$ cat config.mk
export PLATFORM = sky130hd
export DESIGN_NAME = system_option_routing_regs
export DESIGN_NICKNAME = d
export VERILOG_FILES = /design/src/sys_opt_pkg.sv /design/src/edge_rise.sv /design/src/system_option_routing_regs.sv /design/src/trigger_delay.sv
export SDC_FILE = /design/constraint.sdc
export NUM_CORES = 1
export LEC_CHECK = 0
export BUFFER_PORTS_ARGS = -buffer_cell sky130_fd_sc_hd__buf_2
export CORE_UTILIZATION = 50
export CTS_CLUSTER_DIAMETER = 100
export DETAILED_ROUTE_END_ITERATION = 12
export PLACE_DENSITY = 0.79
export SLEW_MARGIN = 40
export SYNTH_ARGS = -nofsm -noshare
export SYNTH_HDL_FRONTEND = slang
export SYNTH_SLANG_ARGS = --single-unit
$ cat constraint.sdc
create_clock -name aclk -period 2.6 [get_ports aclk]
set_clock_uncertainty 0.15 [all_clocks]
set_input_delay 0.26 -clock aclk [delete_from_list [all_inputs] [get_ports aclk]]
set_output_delay 0.26 -clock aclk [all_outputs]
set_load 0.05 [all_outputs]
$ cat src/sys_opt_pkg.sv
package sys_opt_pkg;

  // Register indices; the byte address on the bus is four times the index.
  localparam logic [15:0] IDX_PIN_POWER = 16'h3004;
  localparam logic [15:0] IDX_ROUTING = 16'h3005;
  localparam logic [15:0] IDX_DELAY_STATUS = 16'h3006;
  localparam logic [15:0] IDX_DELAY_MODULO = 16'h3007;
  localparam logic [15:0] ADDR_PIN_POWER = {IDX_PIN_POWER[13:0], 2'b00};
  localparam logic [15:0] ADDR_ROUTING = {IDX_ROUTING[13:0], 2'b00};
  localparam logic [15:0] ADDR_DELAY_STATUS = {IDX_DELAY_STATUS[13:0], 2'b00};
  localparam logic [15:0] ADDR_DELAY_MODULO = {IDX_DELAY_MODULO[13:0], 2'b00};

  // Field positions of the pin and power option register.
  localparam int unsigned BIT_RESET_PIN = 2;
  localparam int unsigned BIT_FAST_WAKE = 1;
  localparam int unsigned BIT_STOP_PERMIT = 0;

  // Field positions of the signal routing option register, and of the delay status active bit.
  localparam int unsigned BIT_TX_MOD = 7;
  localparam int unsigned BIT_PWM_SYNC = 6;
  localparam int unsigned BIT_RX_FILTER = 5;
  localparam int unsigned BIT_RX_CAPTURE = 4;
  localparam int unsigned BIT_CMP_CAPTURE = 3;
  localparam int unsigned BIT_OVF_CAPTURE = 2;
  localparam int unsigned BIT_DELAY_ACTIVE = 7;

  // Values after reset, and the mask of routing bits kept on a write.
  localparam logic [7:0] ROUTING_RESET = 8'h00;
  localparam logic [7:0] MODULO_RESET = 8'h00;
  localparam logic [7:0] ROUTING_STORE_MASK = 8'hBF;

  // Bus clock cycles after a stop in which software raises no interrupt.
  localparam int unsigned FAST_WAKE_GUARD_CYCLES = 8;

  localparam logic [1:0] RESP_OKAY = 2'b00;
  localparam logic [1:0] RESP_SLVERR = 2'b10;

  typedef enum logic [1:0] {
    TRIG_RTC = 2'b00,
    TRIG_MODULO = 2'b01,
    TRIG_T2_INIT = 2'b10,
    TRIG_T2_MATCH = 2'b11
  } trig_src_e;

  typedef struct packed {
    logic tx_data;
    logic timer_zero_ch0;
    logic serial_receive_in;
    logic comparator_out;
    logic rtc_overflow;
    logic modulo_overflow;
    logic t2_init_trig;
    logic t2_match_trig;
  } route_in_s;

  typedef struct packed {
    logic serial_transmit_out;
    logic rx_to_receiver;
    logic timer_zero_ch1;
    logic timer_one_ch0;
    logic timer_one_ch1;
    logic pwm_sync_trigger;
    logic converter_trigger;
  } route_out_s;

endpackage : sys_opt_pkg

$ cat src/edge_rise.sv
`timescale 1ns/100ps
`default_nettype none
module edge_rise
  import sys_opt_pkg::*;
#(
  parameter int unsigned WIDTH = 4
) (
  input wire logic aclk, // Bus clock.
  input wire logic aresetn, // Synchronous reset, active low.
  input wire logic [WIDTH-1:0] level, // Levels to watch.
  output logic [WIDTH-1:0] rise // High in the cycle a level first reads 1.
);

  logic [WIDTH-1:0] prev_d;
  logic [WIDTH-1:0] prev_q;

  // Only a 0 to 1 change counts; a held high level fires once.
  always_comb begin
    prev_d = level;
    rise = level & ~prev_q; // [RL14]
  end

  // Previous levels start low, so a source high at release fires once.
  always_ff @(posedge aclk) begin
    if (!aresetn) begin
      prev_q <= '0;
    end else begin
      prev_q <= prev_d;
    end
  end
endmodule : edge_rise
`default_nettype wire

$ cat src/system_option_routing_regs.sv
// Operation
// [RL1] Fast wake is write-once; set, CPU wakes without servicing an interrupt.
// [RL2] With fast wake, software raises no interrupt 0-8 cycles after stop.
// [RL3] Stop permit is write-once, clears on every reset; 1 allows stop.
// [RL4] Stop while stop is not permitted gives an illegal-opcode reset.
// [RL5] The routing register is read and written freely at any time.
// [RL6] Software writes the routing register during reset initialisation.
// [RL7] Bit 7 set: transmit output is modulated by timer zero channel 0.
// [RL8] Writing 1 to bit 6 sends one PWM sync pulse to timer two.
// [RL9] Bit 5 set: receive input goes through the comparator first.
// [RL10] Bit 4 set: receive input also feeds timer zero channel 1.
// [RL11] Bit 3 set: comparator output goes to timer one channel 0.
// [RL12] Bit 2 set: counter overflow goes to timer one channel 1.
// [RL13] Bits 1-0 pick the converter trigger source among four.
// [RL14] Every converter trigger source acts on its rising edge only.
// [RL15] Reset pin enable set: the shared port pin acts as reset input.
// [RL16] Timer-two triggers pass an 8-bit one-shot delay of 0 to 255.
// [RL17] A write-once control takes the first write after reset only.
//
// Design decision made here: the AXI4-Lite slave port.
`timescale 1ns/100ps
`default_nettype none
module system_option_routing_regs
  import sys_opt_pkg::*;
#(
  parameter int unsigned ADDR_W = 16,
  parameter int unsigned DELAY_W = 8
) (
  input wire logic aclk, // Bus clock.
  input wire logic aresetn, // Synchronous system reset, active low.
  input wire logic por_n, // Synchronous power-on reset, active low.
  input wire logic [ADDR_W-1:0] awaddr, // Write address.
  input wire logic awvalid, // Write address valid.
  output logic awready, // Write address ready.
  input wire logic [31:0] wdata, // Write data.
  input wire logic [3:0] wstrb, // Write byte strobes.
  input wire logic wvalid, // Write data valid.
  output logic wready, // Write data ready.
  output logic [1:0] bresp, // Write response.
  output logic bvalid, // Write response valid.
  input wire logic bready, // Write response ready.
  input wire logic [ADDR_W-1:0] araddr, // Read address.
  input wire logic arvalid, // Read address valid.
  output logic arready, // Read address ready.
  output logic [31:0] rdata, // Read data.
  output logic [1:0] rresp, // Read response.
  output logic rvalid, // Read data valid.
  input wire logic rready, // Read data ready.
  input wire route_in_s route_i, // Peripheral signals to be routed.
  output route_out_s route_o, // Routed peripheral signals.
  input wire logic stop_request, // CPU executes a stop, one cycle.
  output logic enter_stop, // Stop mode entered, one cycle.
  output logic illegal_opcode_reset, // Illegal-opcode reset, one cycle.
  output logic wake_without_isr, // Wake resumes without interrupt service.
  input wire logic port_a_pin_five, // Level on the shared port pin.
  output logic pin_reset_mode, // Shared pin serves as reset input.
  output logic external_reset // Reset requested through the pin.
);

  typedef enum logic [1:0] {
    WR_IDLE = 2'b00,
    WR_HAVE_AW = 2'b01,
    WR_HAVE_W = 2'b10,
    WR_RESP = 2'b11
  } wr_state_e;

  typedef enum logic {
    RD_IDLE = 1'b0,
    RD_RESP = 1'b1
  } rd_state_e;

  // Address decode shared by the read and the write path.
  function automatic logic addr_hit(input logic [ADDR_W-1:0] a);
    logic [15:0] a16;
    a16 = 16'(a);
    addr_hit = (a16 == ADDR_PIN_POWER) || (a16 == ADDR_ROUTING) ||
               (a16 == ADDR_DELAY_STATUS) || (a16 == ADDR_DELAY_MODULO);
  endfunction : addr_hit

  wr_state_e wr_state_d, wr_state_q;
  rd_state_e rd_state_d, rd_state_q;
  logic [ADDR_W-1:0] aw_lat_d, aw_lat_q;
  logic [31:0] w_lat_d, w_lat_q;
  logic [3:0] s_lat_d, s_lat_q;
  logic awready_d, awready_q, wready_d, wready_q;
  logic bvalid_d, bvalid_q, arready_d, arready_q, rvalid_d, rvalid_q;
  logic [1:0] bresp_d, bresp_q, rresp_d, rresp_q;
  logic [31:0] rdata_d, rdata_q;
  logic aw_fire, w_fire, wr_do;
  logic [ADDR_W-1:0] wr_addr;
  logic [31:0] wr_data;
  logic [3:0] wr_strb;

  // Write channel: address and data are taken in either order.
  always_comb begin
    aw_fire = awvalid && awready_q;
    w_fire = wvalid && wready_q;
    wr_state_d = wr_state_q;
    aw_lat_d = aw_lat_q;
    w_lat_d = w_lat_q;
    s_lat_d = s_lat_q;
    bresp_d = bresp_q;
    wr_do = 1'b0;
    wr_addr = (wr_state_q == WR_HAVE_AW) ? aw_lat_q : awaddr;
    wr_data = (wr_state_q == WR_HAVE_W) ? w_lat_q : wdata;
    wr_strb = (wr_state_q == WR_HAVE_W) ? s_lat_q : wstrb;
    case (wr_state_q)
      WR_IDLE: begin
        if (aw_fire && w_fire) begin
          wr_do = 1'b1;
        end else if (aw_fire) begin
          aw_lat_d = awaddr;
          wr_state_d = WR_HAVE_AW;
        end else if (w_fire) begin
          w_lat_d = wdata;
          s_lat_d = wstrb;
          wr_state_d = WR_HAVE_W;
        end
      end
      WR_HAVE_AW: wr_do = w_fire;
      WR_HAVE_W: wr_do = aw_fire;
      WR_RESP: begin
        if (bready) begin
          wr_state_d = WR_IDLE;
        end
      end
      default: wr_state_d = WR_IDLE;
    endcase
    if (wr_do) begin
      wr_state_d = WR_RESP;
      bresp_d = addr_hit(wr_addr) ? RESP_OKAY : RESP_SLVERR;
    end
    awready_d = (wr_state_d == WR_IDLE) || (wr_state_d == WR_HAVE_W);
    wready_d = (wr_state_d == WR_IDLE) || (wr_state_d == WR_HAVE_AW);
    bvalid_d = (wr_state_d == WR_RESP);
  end

  logic fast_wake_d, fast_wake_q, stop_permit_d, stop_permit_q;
  logic reset_pin_d, reset_pin_q, lock_d, lock_q;
  logic [7:0] routing_d, routing_q, modulo_d, modulo_q;
  logic sync_d;
  logic delay_active, delay_done;

  // Register file. The pin and power register locks on its first write.
  always_comb begin
    fast_wake_d = fast_wake_q;
    stop_permit_d = stop_permit_q;
    reset_pin_d = reset_pin_q;
    lock_d = lock_q;
    routing_d = routing_q;
    modulo_d = modulo_q;
    sync_d = 1'b0;
    if (wr_do && wr_strb[0]) begin
      case (16'(wr_addr))
        ADDR_PIN_POWER: begin
          if (!lock_q) begin // [RL17]
            fast_wake_d = wr_data[BIT_FAST_WAKE]; // [RL1]
            stop_permit_d = wr_data[BIT_STOP_PERMIT]; // [RL3]
            reset_pin_d = wr_data[BIT_RESET_PIN];
            lock_d = 1'b1; // [RL17]
          end
        end
        ADDR_ROUTING: begin
          routing_d = wr_data[7:0] & ROUTING_STORE_MASK; // [RL5]
          sync_d = wr_data[BIT_PWM_SYNC]; // [RL8]
        end
        ADDR_DELAY_MODULO: modulo_d = wr_data[7:0];
        default: sync_d = 1'b0;
      endcase
    end
  end

  // Read channel: one read at a time, answered the cycle after it is taken.
  always_comb begin
    rd_state_d = rd_state_q;
    rdata_d = rdata_q;
    rresp_d = rresp_q;
    case (rd_state_q)
      RD_IDLE: begin
        if (arvalid && arready_q) begin
          rd_state_d = RD_RESP;
          rresp_d = addr_hit(araddr) ? RESP_OKAY : RESP_SLVERR;
          case (16'(araddr))
            ADDR_PIN_POWER: rdata_d = {29'h0000_0000, reset_pin_q,
                                       fast_wake_q, stop_permit_q};
            ADDR_ROUTING: rdata_d = {24'h00_0000, routing_q};
            ADDR_DELAY_STATUS: rdata_d = {24'h00_0000, delay_active,
                                          7'h00};
            ADDR_DELAY_MODULO: rdata_d = {24'h00_0000, modulo_q};
            default: rdata_d = 32'h0000_0000;
          endcase
        end
      end
      RD_RESP: begin
        if (rready) begin
          rd_state_d = RD_IDLE;
        end
      end
      default: rd_state_d = RD_IDLE;
    endcase
    arready_d = (rd_state_d == RD_IDLE);
    rvalid_d = (rd_state_d == RD_RESP);
  end

  logic [3:0] src_level, src_rise;
  logic t2_rise, delay_start;
  route_out_s route_d, route_q;
  logic enter_stop_d, enter_stop_q, illegal_d, illegal_q;
  logic ext_reset_d, ext_reset_q;

  assign src_level = {route_i.t2_match_trig, route_i.t2_init_trig,
                      route_i.modulo_overflow, route_i.rtc_overflow};

  edge_rise #(
    .WIDTH(4)
  ) u_edge (
    .aclk(aclk),
    .aresetn(aresetn && por_n),
    .level(src_level),
    .rise(src_rise)
  );

  trigger_delay #(
    .CNT_W(DELAY_W)
  ) u_delay (
    .aclk(aclk),
    .aresetn(aresetn && por_n),
    .start(delay_start),
    .modulo(modulo_q[DELAY_W-1:0]),
    .active(delay_active),
    .done(delay_done)
  );

  // Routing is registered so every output leaves a flip-flop; it adds
  // one bus cycle of latency to each path.
  always_comb begin
    t2_rise = src_rise[routing_q[1:0]];
    delay_start = routing_q[1] && t2_rise; // [RL16]
    route_d.serial_transmit_out = routing_q[BIT_TX_MOD] ?
      (route_i.tx_data & route_i.timer_zero_ch0) : route_i.tx_data; // [RL7]
    route_d.rx_to_receiver = routing_q[BIT_RX_FILTER] ?
      route_i.comparator_out : route_i.serial_receive_in; // [RL9]
    route_d.timer_zero_ch1 = routing_q[BIT_RX_CAPTURE] &
      route_i.serial_receive_in; // [RL10]
    route_d.timer_one_ch0 = routing_q[BIT_CMP_CAPTURE] &
      route_i.comparator_out; // [RL11]
    route_d.timer_one_ch1 = routing_q[BIT_OVF_CAPTURE] &
      route_i.rtc_overflow; // [RL12]
    route_d.pwm_sync_trigger = sync_d; // [RL8]
    route_d.converter_trigger = routing_q[1] ? delay_done :
      t2_rise; // [RL13]
    enter_stop_d = stop_request && stop_permit_q; // [RL3]
    illegal_d = stop_request && !stop_permit_q; // [RL4]
    ext_reset_d = reset_pin_q && !port_a_pin_five; // [RL15]
  end

  // Bus, register and routing state.
  always_ff @(posedge aclk) begin
    if (!aresetn || !por_n) begin
      wr_state_q <= WR_IDLE;
      rd_state_q <= RD_IDLE;
      aw_lat_q <= '0;
      w_lat_q <= 32'h0000_0000;
      s_lat_q <= 4'h0;
      awready_q <= 1'b0;
      wready_q <= 1'b0;
      bvalid_q <= 1'b0;
      bresp_q <= RESP_OKAY;
      arready_q <= 1'b0;
      rvalid_q <= 1'b0;
      rresp_q <= RESP_OKAY;
      rdata_q <= 32'h0000_0000;
      fast_wake_q <= 1'b0;
      stop_permit_q <= 1'b0; // [RL3]
      lock_q <= 1'b0; // [RL17]
      routing_q <= ROUTING_RESET;
      modulo_q <= MODULO_RESET;
      route_q <= '0;
      enter_stop_q <= 1'b0;
      illegal_q <= 1'b0;
      ext_reset_q <= 1'b0;
    end else begin
      wr_state_q <= wr_state_d;
      rd_state_q <= rd_state_d;
      aw_lat_q <= aw_lat_d;
      w_lat_q <= w_lat_d;
      s_lat_q <= s_lat_d;
      awready_q <= awready_d;
      wready_q <= wready_d;
      bvalid_q <= bvalid_d;
      bresp_q <= bresp_d;
      arready_q <= arready_d;
      rvalid_q <= rvalid_d;
      rresp_q <= rresp_d;
      rdata_q <= rdata_d;
      fast_wake_q <= fast_wake_d;
      stop_permit_q <= stop_permit_d;
      lock_q <= lock_d;
      routing_q <= routing_d;
      modulo_q <= modulo_d;
      route_q <= route_d;
      enter_stop_q <= enter_stop_d;
      illegal_q <= illegal_d;
      ext_reset_q <= ext_reset_d;
    end
  end

  // The reset pin choice survives every reset except power-on.
  always_ff @(posedge aclk) begin
    if (!por_n) begin
      reset_pin_q <= 1'b0;
    end else begin
      reset_pin_q <= reset_pin_d;
    end
  end

  assign awready = awready_q;
  assign wready = wready_q;
  assign bvalid = bvalid_q;
  assign bresp = bresp_q;
  assign arready = arready_q;
  assign rvalid = rvalid_q;
  assign rresp = rresp_q;
  assign rdata = rdata_q;
  assign route_o = route_q;
  assign enter_stop = enter_stop_q;
  assign illegal_opcode_reset = illegal_q;
  assign wake_without_isr = fast_wake_q; // [RL1]
  assign pin_reset_mode = reset_pin_q; // [RL15]
  assign external_reset = ext_reset_q;

  logic wr_pp, wr_rt;
  assign wr_pp = wr_do && wr_strb[0] && 16'(wr_addr) == ADDR_PIN_POWER;
  assign wr_rt = wr_do && wr_strb[0] && 16'(wr_addr) == ADDR_ROUTING;
endmodule : system_option_routing_regs
`default_nettype wire

$ cat src/trigger_delay.sv
`timescale 1ns/100ps
`default_nettype none
module trigger_delay
  import sys_opt_pkg::*;
#(
  parameter int unsigned CNT_W = 8
) (
  input wire logic aclk, // Bus clock.
  input wire logic aresetn, // Synchronous reset, active low.
  input wire logic start, // One-cycle trigger that starts the delay.
  input wire logic [CNT_W-1:0] modulo, // Terminal count, 0 to 255.
  output logic active, // Counter is ticking.
  output logic done // One-cycle pulse when the count meets the modulo.
);

  logic [CNT_W-1:0] count_d;
  logic [CNT_W-1:0] count_q;
  logic active_d;
  logic active_q;

  // One-shot: a trigger while ticking is ignored rather than restarting.
  always_comb begin
    count_d = count_q;
    active_d = active_q;
    done = active_q && (count_q == modulo); // [RL16]
    if (active_q) begin
      if (done) begin
        active_d = 1'b0;
      end else begin
        count_d = count_q + 1'b1; // [RL16]
      end
    end else if (start) begin
      active_d = 1'b1;
      count_d = '0;
    end
  end

  assign active = active_q;

  // Counter state.
  always_ff @(posedge aclk) begin
    if (!aresetn) begin
      count_q <= '0;
      active_q <= 1'b0;
    end else begin
      count_q <= count_d;
      active_q <= active_d;
    end
  end
endmodule : trigger_delay
`default_nettype wire

==> impl_metrics.csv <==
group,metric,value,unit
floorplan,start_util,0.531,
drt,dr.pass1.iters,5,
cts,cts_tree,"built",
drt,route.detailed.drc,0,
floorplan,die_y,90.7,um
yosys,syn_inst,445,
timing,min_period,2440,ps
place,place_congestion,0.830,
global_route,overflow,0,
worst_setup_path,max_stage_delay,570,ps
worst_setup_path,crit_buf_inv,1,
global_route,grt_max_degree,26,
drt,via_count,3546,
place,io_buffers,85,
power,combPwrFrac,0.113,
power,p_sw,0.691,mW
yosys,syn_avg_cell_area,8.83,sq um
drt,vias_per_cell,5.47,
timing,tns,0,ps
global_route,antenna_found_initial,0,
power,seqPwrFrac,0.476,
floorplan,rows,31,
cts,clock_sinks,84,
global_route,grt_pass1_wl,15300,um
floorplan,ios,139,
cts,cts.clk_slew.worst_paths,80,ps
yosys,synth-seq-cells,84,
final_layout,drive_gt1_frac,0.246,
yosys,netlist_area,0.00393,sq mm
yosys,synth_cell_types,52,
timing,period_share,0.939,
power,switching_share,0.251,
power,ir_drop,0.404,mV
final_layout,syn_to_final_growth,21.0,%
final_layout,diodes,0,
global_route,grt_pass1_vias,3312,
final_layout,final_cell_mix,"buf_2, dfxtp_1, nand2_1",
worst_setup_path,cp-start-kind,"flop",
yosys,seq_area_frac_synth,0.428,
drt,final_antenna_net_count,0,
worst_setup_path,path_class,"flop to flop",
worst_setup_path,end_kind,"flop",
drt,wl_per_cell,14.2,um
timing,slew_violations,0,
cts,clock_latency,350,ps
status,status,"complete, no violations",
timing,tightest_slew,610,ps
worst_setup_path,path_max_fanout,9,
floorplan,die_w,90.7,um
power,power_density,578,mW/mm^2
cts,clock-root-buffer,"clkbuf_8",
timing,setup_violations,0,
cts,cts_setup_buffers,0,
cts,h-tree-depth,3,
timing,relSlewSlack,0.592,
floorplan,die_area,0.00822,sq mm
drt,dr.first_iter.drc_count,178,
final_layout,layout_commonest_cell,"buf_2",
floorplan,core,0.00741,sq mm
worst_setup_path,cp.required,2730,ps
timing,holdWs,9.06,ps
global_route,grt_usage,0.230,
timing,rsz0062_at_grt,"false",
final_layout,final_nets,635,
yosys,synth_warnings,0,
cts,clk_path_buf_depth,2,
worst_setup_path,cp_top_family,"simple AND/OR/NAND/NOR gates",
timing,finalHoldViolations,0,
worst_setup_path,cp.arrival,2570,ps
worst_setup_path,slowest_stage,"or4_4",
place,dp_hpwl,6690,um
power,p_int,2.06,mW
worst_setup_path,cp_cell_sequence,"inv_1 -> ha_2 -> and4bb_1 -> and4_1 -> o221ai_4 -> or4_4 -> a21oi_1",
power,power.leakage,1.87,nW
power,power_frac_clock,0.411,
timing,fmax,0.410,GHz
drt,wirelength,9180,um
worst_hold_path,hp-class,"input pin to flop",
cts,cts_inserted_buffers,9,
job,maxCapViolCount,0,
-- cell families (layout without fill, tap and decap cells) --
logic type | Yosys count | in the layout | synth area share
muxes | 30 | 30 | 0.0783
DFF | 84 | 84 | 0.428
AOI/OAI and AO/OA | 101 | 101 | 0.169
other | 1 | 26 | 0.000954
and+or+nand+nor | 159 | 159 | 0.209
adders and majority gates | 5 | 5 | 0.0159
xor gates and xnor gates | 8 | 8 | 0.0178
buffers and inverters | 57 | 136 | 0.0812
-- Yosys cell counts (all sizes together) --
| cell type | count | area, sq um |
|---|---|---|
| and3 | 13 | 81.3 |
| o21ai | 13 | 65.1 |
| a2bb2oi | 1 | 8.76 |
| nand2 | 59 | 221 |
| buf | 31 | 221 |
| o211ai | 2 | 15.0 |
| nand3 | 13 | 65.1 |
| and3b | 1 | 8.76 |
| a211oi | 15 | 113 |
| nor3 | 12 | 75.1 |
| nor2 | 26 | 97.6 |
| clkbuf | 15 | 56.3 |
| a22oi | 4 | 30.0 |
| o22ai | 1 | 6.26 |
| a31oi | 2 | 12.5 |
| nor4 | 3 | 18.8 |
| o2111ai | 3 | 26.3 |
| dfxtp | 84 | 1680 |
| nor3b | 4 | 35.0 |
| o221a | 1 | 11.3 |
| o41ai | 3 | 26.3 |
| nand4 | 4 | 25.0 |
| inv | 11 | 41.3 |
| a221o | 2 | 20.0 |
| a2111o | 4 | 45.0 |
| and4 | 2 | 20.0 |
| and2 | 7 | 43.8 |
| o2bb2ai | 1 | 8.76 |
| and4bb | 1 | 12.5 |
| xnor2 | 8 | 70.1 |
| or2 | 4 | 25.0 |
| o21a | 1 | 7.51 |
| a21oi | 45 | 225 |
| nand2b | 4 | 25.0 |
| mux2i | 24 | 240 |
| conb | 1 | 3.75 |
| or4 | 1 | 11.3 |
| o21bai | 1 | 7.51 |
| mux2 | 6 | 67.6 |
| o32a | 1 | 10.0 |
| o221ai | 1 | 26.3 |
| nor4b | 5 | 56.3 |
| ha | 5 | 62.6 |
-- routing by layer --
metal  global-route usage  share of wire  vias to the layer above
met5                    0              0                        -
li1                     -              -                     1739
met4               0.0954          0.020                        0
met1                0.304           0.46                     1647
met2                0.376           0.47                      143
met3               0.0311          0.056                       17
-- state kept, by name, summed over array words and instances, names as in the netlist, 2 cells and up --
signal / flops
aw_lat_q: 16
route_o: 7
wr_state_q: 2
w_lat_q: 8
modulo_q: 8
routing_q: 7
rdata: 8
u_edge.prev_q: 4
u_delay.count_q: 8
-- path summary, 6_finish.rpt --
path | cells after the start | from | to | slack [ps]
max | 7 | wr_state_q[1]$_SDFF_PN0_ | wake_without_isr$_SDFFE_PN0P_ | 160
min | 3 | wdata[1] | w_lat_q[1]$_SDFFE_PN0P_ | 9
max reg2reg | 7 | wr_state_q[1]$_SDFF_PN0_ | wake_without_isr$_SDFFE_PN0P_ | 160
min reg2reg | 2 | rdata[5]$_SDFFE_PN0P_ | rdata[5]$_SDFFE_PN0P_ | 310
-- power groups by stage --
stage	logic (mW)	registers (mW)	clock network, mW
global placement	0.287	1.34	0
global route	0.333	1.31	1.20
detailed placement	0.294	1.34	0
floorplan	0.216	1.36	0
CTS	0.308	1.31	1.15
finish	0.311	1.31	1.13
-- through the flow --
step                worst slack (ps)  utilization  instance area (sq um)  power [mW]  instances
finish                           159        0.642                   4760        2.75        648
global route                    53.5        0.642                   4760        2.84        648
CTS                             55.5        0.642                   4760        2.76        648
detailed placement              91.6        0.593                   4400        1.63        621
global placement                 178        0.593                   4400        1.63        621
floorplan                        335            -                   4030        1.58        470
-- cell type report --
type	instances	area [sq um]
clock buffer	10	138
multi-input combinational	329	2030
tap	99	124
clock inverter	6	111
sequential	84	1680
fill	616	2650
inverter	11	41.3
timing repair buffer	109	633
-- worst register-to-register path: cells and delay by family, from the launching register on --
kind	cells	cell delay, ps
adders and majority gates	1	310
and+or+nand+nor	3	1070
DFF	1	350
AOI/OAI and AO/OA	2	360
buffers and inverters	1	130
-- what timing repair did --
action | CTS | global route
setup endpoints to repair | 0 | 6
hold buffers | 11 | 0
hold endpoints to repair | 12 | 0
resized for setup | 0 | 1
No activity file was read; power rests on OpenSTA's default activity.
